===== src/hdl/pwm_sq_pkg.sv =====
/*
 * constants for the pulse-width and square-wave output block.
 * assumes a 10 MHz system clock; duty steps tick at 1 MHz.
 */
`default_nettype none
package pwm_sq_pkg;
	// system clock rate in hz
	localparam int unsigned CLK_HZ      = 10_000_000;
	// duty step tick rate in hz
	localparam int unsigned STEP_HZ     = 1_000_000;
	// system clocks per duty step
	localparam int unsigned STEP_DIV    = CLK_HZ / STEP_HZ;
	// shortest pwm period in steps; one step alone would leave no duty resolution
	localparam int unsigned PWM_MIN_PER = 2;
	// shortest running square period in system clocks, keeps the rate below 4 MHz
	localparam int unsigned SQ_MIN_PER  = 3;
	// width of each pin's function select field
	localparam int unsigned FN_W        = 2;
	// number of output pins
	localparam int unsigned NUM_PINS    = 16;
	// width of the pwm period and duty counts in steps
	localparam int unsigned PWM_W       = 16;
	// width of the square-wave period count in system clocks
	localparam int unsigned SQ_W        = 24;
	// width of the per-pin duty setting, in sixteenths of a period
	localparam int unsigned SQ_DUTY_W   = 4;
	// per-pin duty reset value: half of sixteen, equal high and low
	localparam logic [3:0]  SQ_DUTY_RST = 4'h8;
	// pin function select codes
	localparam logic [1:0]  FN_GPIO     = 2'h0;
	localparam logic [1:0]  FN_PWM      = 2'h1;
	localparam logic [1:0]  FN_SQ       = 2'h2;
endpackage : pwm_sq_pkg
`default_nettype wire


===== src/hdl/pwm_and_square_wave_outputs.sv =====
/*
 * pulse-width generator and square-wave generator with per-pin routing
 * onto sixteen configurable i/o pins.
 * assumes software settings arrive as static ports on clk_sys; changes
 * to period values take effect at the next period boundary, except a square period of zero, which stops at once.
 */
// Operation
// - pwm frequency programmable, up to 500 kHz
// - pwm duty programmable from 0 to 100%
// - duty resolution equals steps per period
// - pwm routable onto any of sixteen pins
// - square wave shares frequency, per-pin duty
// - square wave 0 Hz to 4 MHz, default 50%
`timescale 1ns/10ps
`default_nettype none
module pwm_and_square_wave_outputs #(
	parameter int unsigned PWM_W  = pwm_sq_pkg::PWM_W,
	parameter int unsigned SQ_W   = pwm_sq_pkg::SQ_W,
	parameter int unsigned NPINS  = pwm_sq_pkg::NUM_PINS
) (
	input  wire logic                  clk_sys,
	input  wire logic                  resetn,
	input  wire logic                  pwm_enable,
	input  wire logic [PWM_W-1:0]      pwm_period_steps,
	input  wire logic [PWM_W-1:0]      pwm_duty_steps,
	input  wire logic                  sq_enable,
	input  wire logic [SQ_W-1:0]       sq_period_clks,
	input  wire logic [4*NPINS-1:0]    sq_duty_pin,
	input  wire logic [2*NPINS-1:0]    pin_function,
	input  wire logic [NPINS-1:0]      gpio_out,
	input  wire logic [NPINS-1:0]      gpio_oe,
	output var  logic [NPINS-1:0]      configurable_io_pin_o,
	output var  logic [NPINS-1:0]      configurable_io_pin_oe,
	output var  logic                  pwm_period_start,
	output var  logic                  square_wave_output
);
	// prescaler width, just enough for one step of system clocks
	localparam int unsigned STEP_CW = $clog2(pwm_sq_pkg::STEP_DIV);
	// duty step prescaler count
	logic [STEP_CW-1:0]     step_cnt_r, step_cnt_nxt;
	// one-cycle step tick
	logic                   step_tick_r, step_tick_nxt;
	// pwm position in the current period
	logic [PWM_W-1:0]       pwm_pos_r, pwm_pos_nxt;
	// period and duty latched at period start
	logic [PWM_W-1:0]       pwm_per_r, pwm_per_nxt;
	logic [PWM_W-1:0]       pwm_duty_r, pwm_duty_nxt;
	// internal pwm level
	logic                   pwm_lvl_r, pwm_lvl_nxt;
	// one-cycle marker of each new pwm period
	logic                   pwm_start_r, pwm_start_nxt;
	// square-wave count within its period, in system clocks
	logic [SQ_W-1:0]        sq_pos_r, sq_pos_nxt;
	// square period in use, reloaded at a period end or while idle
	logic [SQ_W-1:0]        sq_per_r, sq_per_nxt;
	// shared square-wave level and per-pin levels
	logic                   sq_lvl_r, sq_lvl_nxt;
	logic [NPINS-1:0]       sq_pin_r, sq_pin_nxt;
	// pin drive
	logic [NPINS-1:0]       pin_o_r, pin_o_nxt;
	logic [NPINS-1:0]       pin_oe_r, pin_oe_nxt;

	// high-time threshold for a pin: period scaled by duty sixteenths
	function automatic logic [SQ_W-1:0] sq_thresh(input logic [SQ_W-1:0] per,
			input logic [pwm_sq_pkg::SQ_DUTY_W-1:0] duty);
		logic [SQ_W+pwm_sq_pkg::SQ_DUTY_W-1:0] prod;
		prod = per * duty;
		return prod[SQ_W+pwm_sq_pkg::SQ_DUTY_W-1:pwm_sq_pkg::SQ_DUTY_W];
	endfunction : sq_thresh

	// running square period never shorter than the minimum; zero stays zero
	function automatic logic [SQ_W-1:0] sq_clamp(input logic [SQ_W-1:0] per);
		if (per != '0 && per < SQ_W'(pwm_sq_pkg::SQ_MIN_PER)) begin
			return SQ_W'(pwm_sq_pkg::SQ_MIN_PER);
		end
		return per;
	endfunction : sq_clamp

	// step prescaler and pwm counter next state
	always_comb begin
		step_cnt_nxt  = step_cnt_r + STEP_CW'(1);
		step_tick_nxt = 1'b0;
		if (step_cnt_r == STEP_CW'(pwm_sq_pkg::STEP_DIV - 1)) begin
			step_cnt_nxt  = '0;
			step_tick_nxt = 1'b1;
		end
		pwm_pos_nxt   = pwm_pos_r;
		pwm_per_nxt   = pwm_per_r;
		pwm_duty_nxt  = pwm_duty_r;
		pwm_lvl_nxt   = pwm_lvl_r;
		pwm_start_nxt = 1'b0;
		if (!pwm_enable) begin
			// idle low, restart cleanly when enabled
			pwm_pos_nxt = '0;
			pwm_lvl_nxt = 1'b0;
		end else if (step_tick_r) begin
			// period of N steps gives N duty steps of resolution
			if (pwm_pos_r + PWM_W'(1) >= pwm_per_r) begin
				pwm_pos_nxt   = '0;
				pwm_per_nxt   = (pwm_period_steps < PWM_W'(pwm_sq_pkg::PWM_MIN_PER))
				              ? PWM_W'(pwm_sq_pkg::PWM_MIN_PER) : pwm_period_steps;
				pwm_duty_nxt  = pwm_duty_steps;
				pwm_start_nxt = 1'b1;
				// duty of zero holds low, duty >= period holds high
				pwm_lvl_nxt   = (pwm_duty_steps != '0);
			end else begin
				pwm_pos_nxt = pwm_pos_r + PWM_W'(1);
				// compare against next position; no edge when duty >= period
				pwm_lvl_nxt = (pwm_pos_r + PWM_W'(1)) < pwm_duty_r;
			end
		end
	end

	// step and pwm registers
	always_ff @(posedge clk_sys or negedge resetn) begin
		if (!resetn) begin
			step_cnt_r  <= '0;
			step_tick_r <= 1'b0;
			pwm_pos_r   <= '0;
			pwm_per_r   <= PWM_W'(pwm_sq_pkg::PWM_MIN_PER);
			pwm_duty_r  <= '0;
			pwm_lvl_r   <= 1'b0;
			pwm_start_r <= 1'b0;
		end else begin
			step_cnt_r  <= step_cnt_nxt;
			step_tick_r <= step_tick_nxt;
			pwm_pos_r   <= pwm_pos_nxt;
			pwm_per_r   <= pwm_per_nxt;
			pwm_duty_r  <= pwm_duty_nxt;
			pwm_lvl_r   <= pwm_lvl_nxt;
			pwm_start_r <= pwm_start_nxt;
		end
	end

	// square-wave counter next state; period zero means 0 Hz, held low
	always_comb begin
		sq_pos_nxt = sq_pos_r;
		sq_per_nxt = sq_per_r;
		sq_lvl_nxt = sq_lvl_r;
		sq_pin_nxt = sq_pin_r;
		// a zero request stops at once instead of finishing the running period
		if (!sq_enable || sq_per_r == '0 || sq_period_clks == '0) begin
			sq_pos_nxt = '0;
			sq_per_nxt = sq_clamp(sq_period_clks);
			sq_lvl_nxt = 1'b0;
			sq_pin_nxt = '0;
		end else begin
			// period of 2 clocks gives 5 MHz cap; minimum legal is 3 -> clamp below 4 MHz
			if (sq_pos_r + SQ_W'(1) >= sq_per_r) begin
				sq_pos_nxt = '0;
				sq_per_nxt = sq_clamp(sq_period_clks);
			end else begin
				sq_pos_nxt = sq_pos_r + SQ_W'(1);
			end
			// shared level, equal high and low halves by default
			sq_lvl_nxt = sq_pos_nxt < (sq_per_r >> 1);
			// one frequency, independent duty per pin
			for (int i = 0; i < NPINS; i++) begin
				sq_pin_nxt[i] = sq_pos_nxt < sq_thresh(sq_per_r,
					sq_duty_pin[pwm_sq_pkg::SQ_DUTY_W*i +: pwm_sq_pkg::SQ_DUTY_W]);
			end
		end
	end

	// square-wave registers
	always_ff @(posedge clk_sys or negedge resetn) begin
		if (!resetn) begin
			sq_pos_r <= '0;
			sq_per_r <= '0;
			sq_lvl_r <= 1'b0;
			sq_pin_r <= '0;
		end else begin
			sq_pos_r <= sq_pos_nxt;
			sq_per_r <= sq_per_nxt;
			sq_lvl_r <= sq_lvl_nxt;
			sq_pin_r <= sq_pin_nxt;
		end
	end

	// pin routing: each pin picks gpio, pwm or square wave, or is released on the unused code
	always_comb begin
		pin_o_nxt  = '0;
		pin_oe_nxt = '0;
		for (int i = 0; i < NPINS; i++) begin
			unique case (pin_function[pwm_sq_pkg::FN_W*i +: pwm_sq_pkg::FN_W])
				pwm_sq_pkg::FN_PWM: begin
					pin_o_nxt[i]  = pwm_lvl_r;
					pin_oe_nxt[i] = 1'b1;
				end
				pwm_sq_pkg::FN_SQ: begin
					pin_o_nxt[i]  = sq_pin_r[i];
					pin_oe_nxt[i] = 1'b1;
				end
				pwm_sq_pkg::FN_GPIO: begin
					pin_o_nxt[i]  = gpio_out[i];
					pin_oe_nxt[i] = gpio_oe[i];
				end
				default: begin
					// unused code: pin released
					pin_o_nxt[i]  = 1'b0;
					pin_oe_nxt[i] = 1'b0;
				end
			endcase
		end
	end

	// pin registers
	always_ff @(posedge clk_sys or negedge resetn) begin
		if (!resetn) begin
			pin_o_r  <= '0;
			pin_oe_r <= '0;
		end else begin
			pin_o_r  <= pin_o_nxt;
			pin_oe_r <= pin_oe_nxt;
		end
	end

	// every output comes straight from a register
	assign configurable_io_pin_o  = pin_o_r;
	assign configurable_io_pin_oe = pin_oe_r;
	assign pwm_period_start       = pwm_start_r;
	assign square_wave_output     = sq_lvl_r;
endmodule : pwm_and_square_wave_outputs
`default_nettype wire


===== config.mk =====
export PLATFORM = sky130hd
export DESIGN_NAME = pwm_and_square_wave_outputs
export DESIGN_NICKNAME = d
export VERILOG_FILES = /design/src/hdl/pwm_sq_pkg.sv /design/src/hdl/pwm_and_square_wave_outputs.sv
export SDC_FILE = /design/constraint.sdc
export NUM_CORES = 2
export LEC_CHECK = 0
export BUFFER_PORTS_ARGS = -buffer_cell sky130_fd_sc_hd__buf_2
export CORE_MARGIN = 2
export CORE_UTILIZATION = 35
export CTS_BUF_LIST = sky130_fd_sc_hd__clkbuf_4 sky130_fd_sc_hd__clkbuf_8
export CTS_CLUSTER_DIAMETER = 50
export DETAILED_ROUTE_END_ITERATION = 6
export PLACE_DENSITY = 0.52
export REMOVE_ABC_BUFFERS = 1
export SLEW_MARGIN = 25
export SYNTH_ARGS = -nofsm -noshare
export SYNTH_HDL_FRONTEND = slang
export SYNTH_SLANG_ARGS = --single-unit
export TNS_END_PERCENT = 30

===== constraint.sdc =====
create_clock -name clk_sys -period 7.3 [get_ports clk_sys]
set_input_delay 2.19 -clock clk_sys [delete_from_list [all_inputs] [get_ports clk_sys]]
set_output_delay 2.19 -clock clk_sys [all_outputs]
set_load 0.01 [all_outputs]

==> Word level (Yosys, flattened, before mapping) <==
Index checks and enable logic that the tools add are counted.
{ "totals": {"ff_bits": 152, "in_bits": 188, "output_inout_bits": 34, "elab_cells": 188} }
{ "classes": {"n_addsub": 3, "n_mul": 16, "order_cmp": 22, "n_eq_ne": 34, "mux": 58, "reduce_logical": 42} }
{ "ops": {"columns": ["cell", "n"], "rows": [
  ["$mul A24 B4 Y28", 16],
  ["$lt A24 B24 Y1", 16],
  ["$mux W24", 8],
  ["$mux W16", 5],
  ["$logic_not A24 Y1", 2],
  ["$pmux W1 S3", 16],
  ["$eq A2 B1 Y1 const B", 16],
  ["$eq A2 B2 Y1 const B", 16],
  ["$logic_not A2 Y1", 16],
  ["$pmux W1 S2", 16],
  ["$reduce_or A2 Y1", 16],
  ["$add A24 B1 Y24 const B", 1],
  ["$ge A24 B24 Y1", 1],
  ["$lt A24 B2 Y1 const B", 1],
  ["$lt A24 B23 Y1", 1],
  ["$reduce_bool A24 Y1", 1],
  ["$add A16 B1 Y16 const B", 1],
  ["$ge A16 B16 Y1", 1],
  ["$lt A16 B16 Y1", 1],
  ["$lt A16 B2 Y1 const B", 1],
  ["$reduce_bool A16 Y1", 1],
  ["$mux W1", 12],
  ["$add A4 B1 Y4 const B", 1],
  ["$eq A4 B4 Y1 const B", 1],
  ["other kinds (7)", 8]
]} }

==> Depth between registers and ports, before layout <==
{ "logic_depth": {"ltp_word": 8, "ltp_mapped": 30} }

==> Worst setup path after synthesis <==
OpenSTA, ideal clock, no wires.
{ "synth_path": {"path_type": "input to register", "startpoint": "input sq_duty_pin[63]", "endpoint": "register sq_pin_r[15]", "setup_time_ns": 0.131, "arrival_time_ns": 7.545, "t_required_ns": 7.169, "setup_slack_ns": -0.376, "stages": 24, "path_buffers": 1, "path_cell_list": "clkbuf_1 -> and2_1 -> fa_1 -> inv_1 -> fa_1 -> inv_1 -> ha_1 -> a21o_1 -> nand2_1 -> nand3_1 -> and3_1 -> o2111a_1 -> o21ai_1 -> nor2_1 -> o41ai_2 -> mux2i_1 -> a2111oi_0 -> ha_1 -> nand4_1 -> nor4_1 -> o211ai_1 -> o31ai_1 -> o41ai_1 -> or3_1"} }
{ "synth_between": {"elab_chain_cells": 3} }
{ "synth_rtl": {"columns": ["element", "line_no", "source"], "rows": [
  ["from (decl)", "pwm_and_square_wave_outputs.sv:28", "input wire logic [4*NPINS-1:0] sq_duty_pin,"],
  ["$mul A24 B4 Y28", "pwm_and_square_wave_outputs.sv:67", "prod = per * duty;"],
  ["$lt A24 B24 Y1", "pwm_and_square_wave_outputs.sv:159", "sq_pin_nxt[i] = sq_pos_nxt < sq_thresh(sq_per_r,"],
  ["$mux W16", "pwm_and_square_wave_outputs.sv:142", "if (!sq_enable || sq_per_r == '0 || sq_period_clks == '0) begin"],
  ["named net sq_pin_nxt[15]", "pwm_and_square_wave_outputs.sv:58", "logic [NPINS-1:0] sq_pin_r, sq_pin_nxt;"],
  ["to (signal assigned)", "pwm_and_square_wave_outputs.sv:176", "sq_pin_r <= sq_pin_nxt;"],
  ["to (decl)", "pwm_and_square_wave_outputs.sv:58", null]
]} }
The timed path passes the listed nets, and every way through them passes these cells.
A chain may end at the register's enable or synchronous reset.

==> Worst setup path in the final report <==
{ "layout_path": {"startpoint": "input sq_duty_pin[53]", "endpoint": "register sq_pin_r[13]"} }
Same word-level chain as after synthesis.

==> flow_summary.toml <==
[sta]
worst_slew_pin_slew_ps = 1069
hold_violations = 0
fmax_mhz = 138.8
drv_slew = 0
finClkSkew_ps = 52.97
holdWs_ps = 512.5
rsz0062_at_grt = "true"
fin_crit_sh_pct = 98.66
fin_crit_ps = 7202
setup_viol_count_final = 0
slew_headroom_pct = 28.56
setup_slack_ps = 97.56

[floorplanning]
die_w_um = 419.9
num_rows = 152
fp.dieH_um = 419.9
design.die.area_sq_um = 176300
io_pins = 222
core_area_sq_um = 171700
start_util_pct = 35.24

[power_and_ir_drop]
power.density_nw_per_um2 = 152.6
power_leakage_nw = 38.31
peakVddDrop_v = 0.00009195

[critical_path]
crit_path_max_fanout = 6
crit_required_ps = 7820
r2r-start = "sq_pos_r[0]$_DFF_PN0_"
worstPathArrival_ps = 7730
crit_family = "compound AO/OA/AOI/OAI gates"
cp.buffers_inverters = 6
r2r_end = "square_wave_output$_DFF_PN0_"
path_class = "in -> reg"
reg2reg_depth = 24
cpMaxStageDelayCell = "fa_1"
crit_path_max_incr_delay_ps = 550
cp-start-kind = "input port"
r2r_slack_ps = 390
worstSetupEndpointType = "flop"

[route]
ant_nets = 0
wl_per_cell_um = 18.13
firstDrtPassIters = 7
drtIter0Drc = 2714
drc = 16
num_vias = 52870
routed_wl_mm = 193.4
viasPerCell = 4.956

[synth]
synth_cell_type_count = 80
synth-seq-cells = 152
synth_largest_area_cell = "fa_1"
synth_ff_type = "dfrtp_1"
synth_area_sq_um = 60530
synth-edff-count = 0
ys_warn_count = 0
syn_area_per_cell_sq_um = 7.912
yosys.area.top_type_share_pct = 22.76
synth_area_leaders = "fa_1 23%, ha_1 20%, and2_1 10%"
synthCells = 7650
async_flop_share_pct = 100.0
seq_area_frac_synth_pct = 6.286

[final_layout]
final_nets = 10180
layout-drive-gt1-share_pct = 14.45
design_area_sq_um = 70290
fin_cells = 10670
final_util_pct = 40.93
area_delta_synth_final_pct = 16.12

[placed_design]
placed_area_sq_um = 69540
dp_slack_ps = -853.5
dp.cells = 10620
port_buffers = 221
dp_hpwl_mm = 153.1
routabilityCongestion = 0.8837

[hold_path]
hold_path_end = "pwm_per_r[0]$_DFFE_PN0P_"
min_from = "pwm_per_r[0]$_DFFE_PN0P_"
hold_path_depth = 2
holdCritPathClass = "reg -> reg"

[clock_network]
clk_pin_slew_ps = 90
insertion_delay_ps = 640
clock-sinks = 152
clockBufferDepth = 2
cts_root_buffer = "clkbuf_8"
cts_tree = "done"
cts_made_buffers = 17
ctsHoldBuffers = 0
h-tree-depth = 4

[flow_run]
drv_cap = 0

[global_route]
grt_pass1_vias = 53700
grtUsageTotal_pct = 22.08
grt_max_degree = 89
grt_overflow = 0
grt_pass1_wl_mm = 302.5
antenna_found_initial = 28

[run_status]
violations = "DRC"
outcome = "finished with violations"
## state kept, by name (all words and copies together), names as in the netlist
register and flops:
configurable_io_pin_o 16, configurable_io_pin_oe 16, pwm_duty_r 16, pwm_lvl_r 1
pwm_per_r 16, pwm_period_start 1, pwm_pos_r 16, sq_per_r 24
sq_pin_r 16, sq_pos_r 24, square_wave_output 1, step_cnt_r 4
step_tick_r 1
## power by group
part | switching (mW) | leakage, nW | internal [mW]
Sequential | 0.185 | 1.95 | 0.879
Combinational | 4.68 | 36.1 | 4.17
Clock | 0.459 | 0.214 | 0.351
## per-layer routing
layer,share of wire (%),vias to the layer above,GRT usage (%)
met5,0.039,-,0
met4,3.2,12,6.109
met3,4.4,192,1.978
met2,47,916,38.01
met1,45,26090,29.37
li1,-,25660,-
## cell type report
class	count	area (sq um)
antenna	12	30.03
clock buffer	18	241.5
clock inverter	14	192.7
fill	17570	101400
inverter	1452	5450
multi-input combinational	5725	50490
sequential	152	3875
tap	2310	2890
timing repair buffer	985	7116
## Yosys cell counts (41+ instances only)
| cell type | number |
|---|---|
| clkbuf_1 | 311 |
| dfrtp_1 | 151 |
| nor2_1 | 337 |
| nor3_1 | 84 |
| ha_1 | 975 |
| a21oi_1 | 290 |
| nand4_1 | 99 |
| inv_1 | 1452 |
| nand2_1 | 694 |
| a21o_1 | 182 |
| xnor2_1 | 155 |
| nand2b_1 | 55 |
| xor2_1 | 202 |
| nand3_1 | 72 |
| o21ai_0 | 215 |
| or2_2 | 41 |
| fa_1 | 688 |
| nor2b_1 | 108 |
| o21a_1 | 59 |
| and2_1 | 1011 |
## metrics by stage
step / total power [mW] / setup TNS [ps]
after global placement: 9.676 / -6459
after detailed placement: 9.826 / -7051
after floorplan: 6.863 / -604.9
after global routing: 12.10 / -215.5
after CTS: 10.76 / 0
final: 10.73 / 0
## worst max path at each step
stage	start	endpoint	cells past startpoint
floorplan	sq_duty_pin[63]	sq_pin_r[15]$_DFF_PN0_	23
global placement	sq_duty_pin[63]	sq_pin_r[15]$_DFF_PN0_	25
detailed placement	sq_duty_pin[63]	sq_pin_r[15]$_DFF_PN0_	25
CTS	sq_duty_pin[63]	sq_pin_r[15]$_DFF_PN0_	26
global route	sq_duty_pin[33]	sq_pin_r[8]$_DFF_PN0_	26
finish	sq_duty_pin[53]	sq_pin_r[13]$_DFF_PN0_	28
## what timing repair did
item / CTS / global route
gates resized for setup: 4 / 68
pin swaps: 0 / 33
endpoints found under the setup margin: 1 / 12
setup buffers: 1 / 1
## layout by cell type (no fill, tap or decap), types with 71 or more instances in the layout
cell type,count
xnor2_1,155
nand2_1,694
buf_4,742
a21o_1,181
nand3_1,71
and2_1,1008
ha_1,973
fa_1,688
nor2b_1,107
nor2_1,312
xor2_1,202
nor3_1,82
a21oi_1,277
inv_1,1452
dfrtp_1,127
nand4_1,99
buf_2,215
o21ai_0,204
## logic make-up (layout without fill, tap and decap cells)
family	Yosys count	count (layout)	synth area share, %
adders and majority gates	1670	1670	43.03
xor gates and xnor gates	357	357	5.166
muxes	33	33	0.6077
and+or+nand+nor	2630	2630	22.77
AOI/OAI and AO/OA	1035	1035	11.14
DFF	152	152	6.286
buffers and inverters	1773	2469	11.01
other	0	12	0
## tightest hold or removal path, stage by stage, from the launching register on
cell,delay (ps)
dfrtp_1,360
nand2_1,50
o21ai_0,60
Note: power is estimated with default switching activity, not from simulation.
